**src/inv_host_consts.svh**
```systemverilog
// Constants of the inverter-module host controller: offsets, fields, timing.
// Assumes a 250 MHz aclk; included by bare name wherever needed.
`ifndef INV_HOST_CONSTS_SVH
`define INV_HOST_CONSTS_SVH

// ****************************************************************
// Register byte offsets
// ****************************************************************
`define HC_ADDR_CTRL 4'h0
`define HC_ADDR_PHASE 4'h4
`define HC_ADDR_STATUS 4'h8

// ****************************************************************
// Field positions
// ****************************************************************
`define HC_CTRL_RUN 0
`define HC_CTRL_LOW_DIS 1
`define HC_ST_FAULT_SEEN 0
`define HC_ST_TEMP_SEEN 1
`define HC_ST_FAULT_LVL 2
`define HC_ST_TEMP_LVL 3
`define HC_ST_STATE_LSB 4
`define HC_ST_OUT_LSB 8

// ****************************************************************
// Reset values and bus answers
// ****************************************************************
`define HC_CTRL_RST 2'h0
`define HC_PHASE_RST 6'h00
`define HC_RESP_OKAY 2'h0
`define HC_RESP_SLVERR 2'h2

// ****************************************************************
// Timing: figures in ns, cycle counts rounded up
// ****************************************************************
`define HC_CLK_MHZ 250
`define HC_PW_NS 500
`define HC_DEAD_NS 1500
`define HC_PW_CYC ((`HC_PW_NS * `HC_CLK_MHZ + 999) / 1000)
`define HC_DEAD_CYC ((`HC_DEAD_NS * `HC_CLK_MHZ + 999) / 1000)

`endif

```
**src/inv_host_pkg.sv**
```systemverilog
// Types of the inverter-module host controller.
// Assumes nothing beyond a SystemVerilog compiler.
package inv_host_pkg;

  // ****************************************************************
  // Sequencing states
  // ****************************************************************
  typedef enum logic [1:0] {
    ST_IDLE = 2'b00, // Outputs commanded off
    ST_RUN = 2'b01, // Outputs follow the phase register
    ST_STOP = 2'b10 // Held off after a temperature limit
  } ctrl_state_t;

endpackage

```
**src/inverter_host_ctrl.sv**
```systemverilog
// Host controller driving a three-phase inverter module through its pins.
// Assumes AXI4-Lite software access on aclk and asynchronous pin inputs.
//
// Functional notes
// - Driving shared pin low disables low side.
// - Hold every input level at least 0.5us.
// - Leave 1.5us dead time within each leg.
// - Host stops driving above its temperature limit.
//
// Added by the designer: register access over AXI4-Lite and the address map.
`timescale 1ns/1ps
`include "inv_host_consts.svh"

module inverter_host_ctrl #(
  parameter int PW_CYC = `HC_PW_CYC, // Least input pulse, cycles
  parameter int DEAD_CYC = `HC_DEAD_CYC // Least dead time, cycles
) (
  input wire logic aclk,
  input wire logic aresetn,
  input wire logic [3:0] s_axi_awaddr,
  input wire logic s_axi_awvalid,
  output logic s_axi_awready,
  input wire logic [31:0] s_axi_wdata,
  input wire logic [3:0] s_axi_wstrb,
  input wire logic s_axi_wvalid,
  output logic s_axi_wready,
  output logic [1:0] s_axi_bresp,
  output logic s_axi_bvalid,
  input wire logic s_axi_bready,
  input wire logic [3:0] s_axi_araddr,
  input wire logic s_axi_arvalid,
  output logic s_axi_arready,
  output logic [31:0] s_axi_rdata,
  output logic [1:0] s_axi_rresp,
  output logic s_axi_rvalid,
  input wire logic s_axi_rready,
  output logic phase_u_high_input,
  output logic phase_v_high_input,
  output logic phase_w_high_input,
  output logic phase_u_low_input,
  output logic phase_v_low_input,
  output logic phase_w_low_input,
  input wire logic fault_enable_pin_i,
  output logic fault_enable_pin_o,
  output logic fault_enable_pin_oe,
  input wire logic temp_over_limit
);

  // ****************************************************************
  // Elaboration checks
  // ****************************************************************
  localparam int CW = $clog2(DEAD_CYC + 1); // Switch timer width
  localparam logic [CW-1:0] CNT_MAX = '1; // Timer saturation value
  localparam logic [CW-1:0] PW_C = CW'(PW_CYC);
  localparam logic [CW-1:0] DEAD_C = CW'(DEAD_CYC);

  if (PW_CYC < 1 || DEAD_CYC < PW_CYC) begin : g_bad_timing
    $error("Timing parameters out of range");
  end

  // ****************************************************************
  // Declarations
  // ****************************************************************
  inv_host_pkg::ctrl_state_t state_ff; // Sequencer state
  inv_host_pkg::ctrl_state_t nxt_state;
  logic [1:0] ctrl_ff; // Run and low-side disable
  logic [5:0] phase_ff; // Commanded levels, high side in [2:0]
  logic fault_seen_ff; // Sticky: module signalled a fault
  logic temp_seen_ff; // Sticky: stopped on temperature
  logic fault_meta_ff, fault_sync_ff; // Shared pin synchroniser
  logic temp_meta_ff, temp_sync_ff; // Temperature flag synchroniser
  logic oe_ff, oe_d_ff, oe_d2_ff, pin_lvl_ff; // Shared pin drive
  logic [5:0] sw_ff; // Driven switch levels
  logic [CW-1:0] cnt_ff [6]; // Cycles since each switch changed
  logic [5:0] want; // Switch wants to be on
  logic aw_got_ff, w_got_ff; // Write halves captured
  logic [3:0] awaddr_ff;
  logic [31:0] wdata_ff;
  logic [3:0] wstrb_ff;
  logic awready_ff, wready_ff, bvalid_ff, arready_ff, rvalid_ff;
  logic [1:0] bresp_ff, rresp_ff;
  logic [31:0] rdata_ff;
  logic do_write; // Both halves in, answer not yet given
  logic wr_ctrl, wr_phase, wr_status;
  logic [3:0] wsel; // Decoded write target
  logic [3:0] rsel; // Decoded read target

  // Maps a byte offset to a register select, bit 3 flags unmapped
  function automatic logic [3:0] reg_sel(input logic [3:0] addr);
    case (addr)
      `HC_ADDR_CTRL: reg_sel = 4'h1;
      `HC_ADDR_PHASE: reg_sel = 4'h2;
      `HC_ADDR_STATUS: reg_sel = 4'h4;
      default: reg_sel = 4'h8;
    endcase
  endfunction

  // ****************************************************************
  // AXI4-Lite write channel
  // ****************************************************************
  assign wsel = reg_sel(awaddr_ff);
  assign do_write = aw_got_ff && w_got_ff && !bvalid_ff;
  assign wr_ctrl = do_write && wsel[0] && wstrb_ff[0];
  assign wr_phase = do_write && wsel[1] && wstrb_ff[0];
  assign wr_status = do_write && wsel[2] && wstrb_ff[0];

  // Address and data taken in either order, answer after both
  always_ff @(posedge aclk) begin
    if (!aresetn) begin
      aw_got_ff <= 1'b0;
      w_got_ff <= 1'b0;
      awready_ff <= 1'b0;
      wready_ff <= 1'b0;
      bvalid_ff <= 1'b0;
      bresp_ff <= `HC_RESP_OKAY;
      awaddr_ff <= 4'h0;
      wdata_ff <= 32'h0000_0000;
      wstrb_ff <= 4'h0;
    end else begin
      if (!aw_got_ff && !awready_ff) begin
        awready_ff <= 1'b1; // Open for a new address
      end else if (awready_ff && s_axi_awvalid) begin
        awready_ff <= 1'b0;
        aw_got_ff <= 1'b1;
        awaddr_ff <= s_axi_awaddr;
      end
      if (!w_got_ff && !wready_ff) begin
        wready_ff <= 1'b1; // Open for new data
      end else if (wready_ff && s_axi_wvalid) begin
        wready_ff <= 1'b0;
        w_got_ff <= 1'b1;
        wdata_ff <= s_axi_wdata;
        wstrb_ff <= s_axi_wstrb;
      end
      if (do_write) begin
        bvalid_ff <= 1'b1;
        bresp_ff <= wsel[3] ? `HC_RESP_SLVERR : `HC_RESP_OKAY;
      end else if (bvalid_ff && s_axi_bready) begin
        bvalid_ff <= 1'b0; // Frees both halves for the next write
        aw_got_ff <= 1'b0;
        w_got_ff <= 1'b0;
      end
    end
  end

  // ****************************************************************
  // AXI4-Lite read channel
  // ****************************************************************
  // Target of the address on offer
  assign rsel = reg_sel(s_axi_araddr);

  always_ff @(posedge aclk) begin
    if (!aresetn) begin
      arready_ff <= 1'b0;
      rvalid_ff <= 1'b0;
      rresp_ff <= `HC_RESP_OKAY;
      rdata_ff <= 32'h0000_0000;
    end else if (rvalid_ff) begin
      if (s_axi_rready) begin
        rvalid_ff <= 1'b0;
        arready_ff <= 1'b1;
      end
    end else if (!arready_ff) begin
      arready_ff <= 1'b1;
    end else if (s_axi_arvalid) begin
      arready_ff <= 1'b0;
      rvalid_ff <= 1'b1;
      rresp_ff <= rsel[3] ? `HC_RESP_SLVERR : `HC_RESP_OKAY;
      rdata_ff <= 32'h0000_0000;
      case (rsel)
        4'h1: rdata_ff[1:0] <= ctrl_ff;
        4'h2: rdata_ff[5:0] <= phase_ff;
        4'h4: begin
          rdata_ff[`HC_ST_FAULT_SEEN] <= fault_seen_ff;
          rdata_ff[`HC_ST_TEMP_SEEN] <= temp_seen_ff;
          rdata_ff[`HC_ST_FAULT_LVL] <= fault_sync_ff;
          rdata_ff[`HC_ST_TEMP_LVL] <= temp_sync_ff;
          rdata_ff[`HC_ST_STATE_LSB +: 2] <= state_ff;
          rdata_ff[`HC_ST_OUT_LSB +: 6] <= sw_ff;
        end
        default: rdata_ff <= 32'h0000_0000; // Unmapped reads zero
      endcase
    end
  end

  // ****************************************************************
  // Software registers
  // ****************************************************************
  always_ff @(posedge aclk) begin
    if (!aresetn) begin
      ctrl_ff <= `HC_CTRL_RST;
      phase_ff <= `HC_PHASE_RST;
    end else begin
      if (wr_ctrl) begin
        ctrl_ff <= wdata_ff[1:0];
      end
      if (wr_phase) begin
        phase_ff <= wdata_ff[5:0];
      end
    end
  end

  // Sticky flags: a new event wins over a write-one clear
  always_ff @(posedge aclk) begin
    if (!aresetn) begin
      fault_seen_ff <= 1'b0;
      temp_seen_ff <= 1'b0;
    end else begin
      if (!fault_sync_ff && !oe_ff && !oe_d_ff && !oe_d2_ff) begin
        fault_seen_ff <= 1'b1;
      end else if (wr_status && wdata_ff[`HC_ST_FAULT_SEEN]) begin
        fault_seen_ff <= 1'b0;
      end
      if (nxt_state == inv_host_pkg::ST_STOP) begin
        temp_seen_ff <= 1'b1;
      end else if (wr_status && wdata_ff[`HC_ST_TEMP_SEEN]) begin
        temp_seen_ff <= 1'b0;
      end
    end
  end

  // ****************************************************************
  // Pin synchronisers and shared pin drive
  // ****************************************************************
  always_ff @(posedge aclk) begin
    if (!aresetn) begin
      fault_meta_ff <= 1'b1;
      fault_sync_ff <= 1'b1;
      temp_meta_ff <= 1'b0;
      temp_sync_ff <= 1'b0;
    end else begin
      fault_meta_ff <= fault_enable_pin_i;
      fault_sync_ff <= fault_meta_ff;
      temp_meta_ff <= temp_over_limit;
      temp_sync_ff <= temp_meta_ff;
    end
  end

  // Open-drain: only ever pull low, release lets the pull-up win
  always_ff @(posedge aclk) begin
    if (!aresetn) begin
      oe_ff <= 1'b0;
      oe_d_ff <= 1'b0;
      oe_d2_ff <= 1'b0;
      pin_lvl_ff <= 1'b0;
    end else begin
      oe_ff <= ctrl_ff[`HC_CTRL_LOW_DIS];
      oe_d_ff <= oe_ff; // Masks own drive while pin recovers
      oe_d2_ff <= oe_d_ff; // Covers both synchroniser stages
      pin_lvl_ff <= 1'b0;
    end
  end

  // ****************************************************************
  // Sequencer
  // ****************************************************************
  always_comb begin
    nxt_state = state_ff;
    case (state_ff)
      inv_host_pkg::ST_IDLE: begin
        if (ctrl_ff[`HC_CTRL_RUN]) begin
          nxt_state = inv_host_pkg::ST_RUN;
        end
      end
      inv_host_pkg::ST_RUN: begin
        if (temp_sync_ff) begin
          nxt_state = inv_host_pkg::ST_STOP;
        end else if (!ctrl_ff[`HC_CTRL_RUN]) begin
          nxt_state = inv_host_pkg::ST_IDLE;
        end
      end
      inv_host_pkg::ST_STOP: begin
        if (!ctrl_ff[`HC_CTRL_RUN]) begin
          nxt_state = inv_host_pkg::ST_IDLE;
        end
      end
      default: nxt_state = inv_host_pkg::ST_IDLE;
    endcase
  end

  always_ff @(posedge aclk) begin
    if (!aresetn) begin
      state_ff <= inv_host_pkg::ST_IDLE;
    end else begin
      state_ff <= nxt_state;
    end
  end

  // ****************************************************************
  // Switch timing, one pass per switch
  // ****************************************************************
  for (genvar j = 0; j < 6; j++) begin : g_sw
    localparam int P = (j + 3) % 6; // Other switch of the same leg
    // Off while stopped; low side also off while disabled
    assign want[j] = phase_ff[j] && state_ff == inv_host_pkg::ST_RUN &&
                     !(j >= 3 && oe_ff);

    always_ff @(posedge aclk) begin
      if (!aresetn) begin
        sw_ff[j] <= 1'b0;
        cnt_ff[j] <= '0;
      end else if (sw_ff[j] && !want[j] && cnt_ff[j] >= PW_C) begin
        sw_ff[j] <= 1'b0;
        cnt_ff[j] <= '0;
      end else if (!sw_ff[j] && want[j] && !want[P] && !sw_ff[P] &&
                   cnt_ff[j] >= PW_C && cnt_ff[P] >= DEAD_C) begin
        sw_ff[j] <= 1'b1;
        cnt_ff[j] <= '0;
      end else if (cnt_ff[j] != CNT_MAX) begin
        cnt_ff[j] <= cnt_ff[j] + 1'b1;
      end
    end

  end

  // ****************************************************************
  // Output wiring, all from flip-flops
  // ****************************************************************
  assign s_axi_awready = awready_ff;
  assign s_axi_wready = wready_ff;
  assign s_axi_bvalid = bvalid_ff;
  assign s_axi_bresp = bresp_ff;
  assign s_axi_arready = arready_ff;
  assign s_axi_rvalid = rvalid_ff;
  assign s_axi_rdata = rdata_ff;
  assign s_axi_rresp = rresp_ff;
  assign phase_u_high_input = sw_ff[0];
  assign phase_v_high_input = sw_ff[1];
  assign phase_w_high_input = sw_ff[2];
  assign phase_u_low_input = sw_ff[3];
  assign phase_v_low_input = sw_ff[4];
  assign phase_w_low_input = sw_ff[5];
  assign fault_enable_pin_o = pin_lvl_ff;
  assign fault_enable_pin_oe = oe_ff;

endmodule

```
**config.mk**
```make
export PLATFORM = sky130hd
export DESIGN_NAME = inverter_host_ctrl
export DESIGN_NICKNAME = d
export VERILOG_FILES = /design/src/inv_host_pkg.sv /design/src/inverter_host_ctrl.sv
export VERILOG_INCLUDE_DIRS = /design/src
export SDC_FILE = /design/constraint.sdc
export NUM_CORES = 1
export LEC_CHECK = 0
export BUFFER_PORTS_ARGS = -buffer_cell sky130_fd_sc_hd__buf_2
export CAP_MARGIN = 20
export CORE_UTILIZATION = 38
export DETAILED_ROUTE_END_ITERATION = 10
export PLACE_DENSITY = 0.68
export SKIP_LAST_GASP = 1
export SYNTH_ARGS = -nofsm -noshare
export SYNTH_HDL_FRONTEND = slang
export SYNTH_SLANG_ARGS = --single-unit
```
**constraint.sdc**
```tcl
create_clock -name aclk -period 2.8 [get_ports aclk]
set_input_delay 0.14 -clock aclk [delete_from_list [all_inputs] [get_ports aclk]]
set_output_delay 0.14 -clock aclk [all_outputs]
set_load 0.01 [all_outputs]
```
==> flow_summary_export.csv, run 1 <==
group,metric,value,unit
synthesis,syn_area,5720,um2
global_route,grt_pass1_vias,4092,
synthesis,synth_ff_type,"dfxtp_1",
setup_path,critPathRequiredTime,2.80,ns
clock_network,clockBufferDepth,2,
clock_network,cts_sinks,111,
route,drc,0,
sta,clock_skew,0.00873,ns
floorplanning,start_util,39.2,%
global_route,grt_max_degree,34,
placement,post-dp-hpwl,8.97,mm
floorplanning,dieArea,15500,um2
clock_network,clkSlewWorstSetupHoldPaths,0.07,ns
layout,stdcell_area,6390,um2
layout,mostFrequentLayoutCells,"dfxtp_1, edfxtp_1, buf_2, nor2_1, nor4_1",
setup_path,end_kind,"register",
route,totalWireLength,12.2,mm
setup_path,worst_setup_path_start_kind,"register",
layout,syn_to_final_growth,11.8,%
setup_path,crit_buf_inv,0,
floorplanning,dieHeight,125,um
pwr,p_total,3.23,mW
setup_path,crit_chain,"nor4b_1 -> nand4_1 -> a2111oi_4 -> nand3b_1",
synthesis,synth_cell_types,61,
setup_path,path_delay_family,"simple AND/OR/NAND/NOR gates",
clock_network,cts_buffers,9,
sta,rsz0062_at_grt,"false",
setup_path,critPathMaxFanout,11,
job,maxCapViolations,0,
synthesis,ys_warn_count,0,
setup_path,slowest_stage,"a2111oi_4",
sta,setup_ws,0.280,ns
global_route,antenna_found_initial,1,
pwr,leakage,2.38,nW
layout,nets,682,
global_route,grt_overflow,0,
placement,dpl.cell_count,783,
setup_path,slowest_delay,0.61,ns
synthesis,syn_inst,564,
pwr,powerDensity,505,nW/um2
global_route,grtUsageTotal,16.2,%
placement,placed_area,6070,um2
global_route,grt_pass1_wl,20.2,mm
pwr,ir_worst_vdd,0.000292,V
sta,max_freq,0.397,GHz
floorplanning,rows,44,
sta,hold_viol,0,
clock_network,root_buffer,"clkbuf_16",
sta,drv_slew,0,
layout,mostFrequentLayoutCell,"dfxtp_1",
floorplanning,die_x,125,um
sta,min_period,2.52,ns
synthesis,synth-seq-cells,111,
placement,globalplace.congestion,0.882,
synthesis,synth_edf_count,54,
placement,post-place-ws,0.0891,ns
route,routed_via_density,5.38,
route,wire_per_inst,15.2,um
route,first_iter_violations,219,
sta,finalSetupViolations,0,
sta,finalSetupTns,0,ns
floorplanning,ios,102,
synthesis,async_reset_ff_share,0,%
setup_path,crit_type,"register to register",
clock_network,cts_tree,"yes",
sta,tightest_slew,0.719,ns
setup_path,arrival,2.52,ns
route,routed-via-count,4314,
sta,fin_crit_sh,90.0,%
layout,drive_gt1_share,14.8,%
sta,slew_headroom,51.8,%
synthesis,ys_seq_area_share,48.3,%
route,final_antenna_net_count,0,
outcome,status,"completed",
route,first_pass_iters,4,
clock_network,h-tree-depth,3,
layout,fin_cells,802,
clock_network,clk_latency,0.35,ns
min_path,hp-class,"primary input to register",
placement,place.port_buffers,49,
synthesis,postSynthAreaPerCell,10.1,um2
floorplanning,core,14600,um2
==> where the power goes <==
group	internal, mW	switching (mW)	total [mW]
Combinational	0.0775	0.115	0.192
Sequential	1.74	0.0509	1.79
Clock	0.693	0.561	1.25
==> worst paths after layout <==
check                      from       endpoint  slack (ns)  cells past startpoint
max                 state_ff[0]   cnt_ff[5][5]        0.28                      4
min reg2reg       fault_meta_ff  fault_sync_ff        0.44                      1
max reg2reg         state_ff[0]   cnt_ff[5][5]        0.28                      4
min          fault_enable_pin_i  fault_meta_ff        0.01                      2
==> worst register-to-register path, stage by stage, from the launching register on <==
cell,delay [ns]
dfxtp_1,0.52
nor4b_1,0.38
nand4_1,0.20
a2111oi_4,0.61
nand3b_1,0.45
==> what timing repair did <==
item | CTS | global route
hold endpoints to repair | 1 | 0
hold buffers | 1 | 0
setup buffers | 0 | 0
gates resized for setup | 0 | 2
setup endpoints to repair | 0 | 18
==> per-stage QoR <==
| stage | hold WS [ns] | util, % |
|---|---|---|
| final | 0.0129 | 43.8 |
| after global routing | 0.0230 | 43.8 |
| after CTS | 0.000855 | 43.6 |
| after detailed placement | 0.356 | 41.6 |
| after global placement | 0.360 | 41.6 |
| after floorplan | 0.241 | - |
==> cell type report <==
class                      count  area [um2]
clock inverter                 2        11.3
multi-input combinational    411        2710
antenna                        2        5.00
timing repair buffer          59         323
tap                          184         230
inverter                      19        71.3
sequential                   111        2760
fill                        1383        8200
clock buffer                  14         279
==> cells by family after synthesis <==
group           synth area share [%]
other cells                   0.0656
mux                             1.75
flops                           48.3
fa+ha+maj                       3.94
compound gates                  12.6
simple gates                    21.7
buf+inv                         6.12
xor+xnor                        5.51
==> registers in the layout, summed over array words and instances (netlist names), 2 cells and up <==
name and flops:
ctrl_ff 2, awaddr_ff 4, state_ff 2, phase_ff 6
wdata_ff 6, s_axi_rdata 12, cnt_ff 54
==> cell usage after synthesis, drive strengths merged, types with 2 or more instances <==
cell	count	share of area, %
nor2b	4	0.44
nor3	15	1.3
dfxtp	57	20
and2	9	0.98
nor4	44	5.0
nor2	47	3.1
clkbuf	7	0.46
nand4	9	0.98
a22oi	12	1.6
ha	18	3.9
a31oi	5	0.55
o311a	2	0.35
xnor2	24	3.7
a2111oi	3	0.68
buf	38	4.4
nor4b	10	1.8
a21oi	24	2.1
xor2	12	1.8
a21boi	2	0.26
o21ai	12	1.2
a22o	4	0.61
nand3	20	1.7
o31a	2	0.31
o21a	10	1.3
edfxtp	54	28
o2bb2ai	2	0.31
a21o	5	0.66
mux2i	10	1.7
nand2b	6	0.66
and4bb	2	0.44
nand3b	8	1.3
o31ai	2	0.26
and3	4	0.44
or3b	3	0.50
a211oi	7	1.1
inv	19	1.2
nand2	40	2.6
==> layer usage <==
metal  routed length, um  track usage, %  vias to the layer above
met2                5740            25.6                       94
met4                 412            9.21                        0
met3                 502            3.26                       22
met5                   0               0                        -
met1                5530            20.6                     2049
li1                    -               -                     2149
No activity file was read; power rests on OpenSTA's default activity.
==> run 2, diff against run 1 <==
Settings changed: REMOVE_ABC_BUFFERS set to 1, SKIP_CTS_REPAIR_TIMING set to 1.
==> flow_summary_export.csv, run 2 (same netlist as run 1, synthesis figures left out) <==
group,metric,value,unit
sta,tightest_slew,0.797,ns
min_path,min_delay_worst_endpoint,"temp_meta_ff",
floorplanning,start_util,39.2,%
sta,min_period,2.45,ns
clock_network,h-tree-depth,3,
setup_path,cp-startpoint,"cnt_ff[1][0]",
layout,syn_to_final_growth,11.8,%
min_path,hold_path_depth,2,
floorplanning,die_x,125,um
setup_path,crit_type,"register to register",
setup_path,r2r_slack,0.35,ns
route,first_pass_iters,4,
clock_network,clkSlewWorstSetupHoldPaths,0.08,ns
global_route,grt_max_degree,34,
floorplanning,rows,44,
setup_path,end_kind,"register",
sta,finalSetupTns,0,ns
placement,globalplace.congestion,0.871,
sta,rsz0062_at_grt,"false",
min_path,hp-class,"primary input to register",
sta,slew_headroom,45.5,%
pwr,leakage,2.39,nW
sta,hold_viol,0,
layout,largest_reg_flops,54,
job,maxCapViolations,0,
route,routed_via_density,5.41,
layout,nets,684,
layout,mostFrequentLayoutCell,"dfxtp_1",
route,drc,0,
route,wire_per_inst,15.0,um
sta,fin_crit_sh,87.6,%
clock_network,root_buffer,"clkbuf_16",
setup_path,arrival,2.43,ns
layout,diodes,0,
sta,finalSetupViolations,0,
global_route,grt_overflow,0,
floorplanning,ios,102,
layout,fin_cells,802,
global_route,antenna_found_initial,0,
route,final_antenna_net_count,0,
sta,max_freq,0.408,GHz
pwr,ir_worst_vdd,0.000366,V
setup_path,critPathRequiredTime,2.78,ns
sta,clock_skew,0.0106,ns
placement,post-dp-hpwl,8.90,mm
floorplanning,dieHeight,125,um
placement,dpl.cell_count,785,
setup_path,r2r_start,"cnt_ff[1][0]",
route,first_iter_violations,168,
global_route,grtUsageTotal,16.0,%
setup_path,rr_worst_depth,5,
sta,setup_ws,0.347,ns
floorplanning,core,14600,um2
placement,post-place-ws,0.196,ns
route,totalWireLength,12.0,mm
clock_network,cts_sinks,111,
layout,largest-register,"cnt_ff",
floorplanning,dieArea,15500,um2
clock_network,clockBufferDepth,2,
layout,mostFrequentLayoutCells,"dfxtp_1, edfxtp_1, buf_2, nor2_1, nor4_1",
placement,place.port_buffers,49,
global_route,grt_pass1_wl,20.3,mm
clock_network,clk_latency,0.36,ns
pwr,powerDensity,503,nW/um2
setup_path,critPathMaxFanout,11,
sta,drv_slew,0,
layout,drive_gt1_share,15.2,%
clock_network,cts_tree,"yes",
clock_network,cts_buffers,9,
outcome,status,"completed",
route,routed-via-count,4341,
min_path,hold_path_startpoint,"temp_over_limit",
global_route,grt_pass1_vias,4090,
setup_path,worst_setup_path_start_kind,"register",
setup_path,worstReg2RegEnd,"cnt_ff[1][5]",
-- run 2: worst max-delay path, cell delays in order (launching register included) --
cell	delay [ns]
edfxtp_1	0.48
ha_1	0.25
o311a_1	0.36
a211oi_2	0.39
nor4_4	0.15
nand3b_1	0.45
-- run 2: worst max path at each step --
stage | endpoint
floorplan | cnt_ff[5][0]
global placement | cnt_ff[1][4]
detailed placement | cnt_ff[1][5]
CTS | cnt_ff[1][5]
global route | cnt_ff[1][5]
finish | cnt_ff[1][5]
-- run 2: per-layer routing --
metal,routed length [um],track usage (%),share of wire (%)
met4,189,4.75,1.6
met1,5410,20.3,45
met2,5900,26.5,49
met5,0,0,0
met3,538,4.25,4.5
-- run 2: cell type report --
class | instances | area (um2)
clock buffers | 13 | 260
clock inverters | 3 | 26.3
fillers | 1371 | 8200
inverters | 19 | 71.3
multi-input cells | 411 | 2710
flip-flops and latches | 111 | 2760
well taps | 184 | 230
repair buffers | 61 | 338
-- run 2: power breakdown --
| group | switching (mW) | internal, mW | total, mW |
|---|---|---|---|
| Sequential | 0.0498 | 1.74 | 1.78 |
| Clock | 0.581 | 0.660 | 1.24 |
| Combinational | 0.115 | 0.0775 | 0.192 |
| Total | 0.746 | 2.47 | 3.22 |
-- run 2: metrics by stage --
step	hold slack (ns)	util (%)	instance area [um2]	power, mW
detailed placement	0.334	41.7	6090	2.01
global placement	0.355	41.7	6090	2.00
CTS	-0.0250	43.7	6370	3.24
finish	0.0102	43.8	6390	3.22
global route	0.00846	43.8	6390	3.34
floorplan	0.213	-	5520	1.94
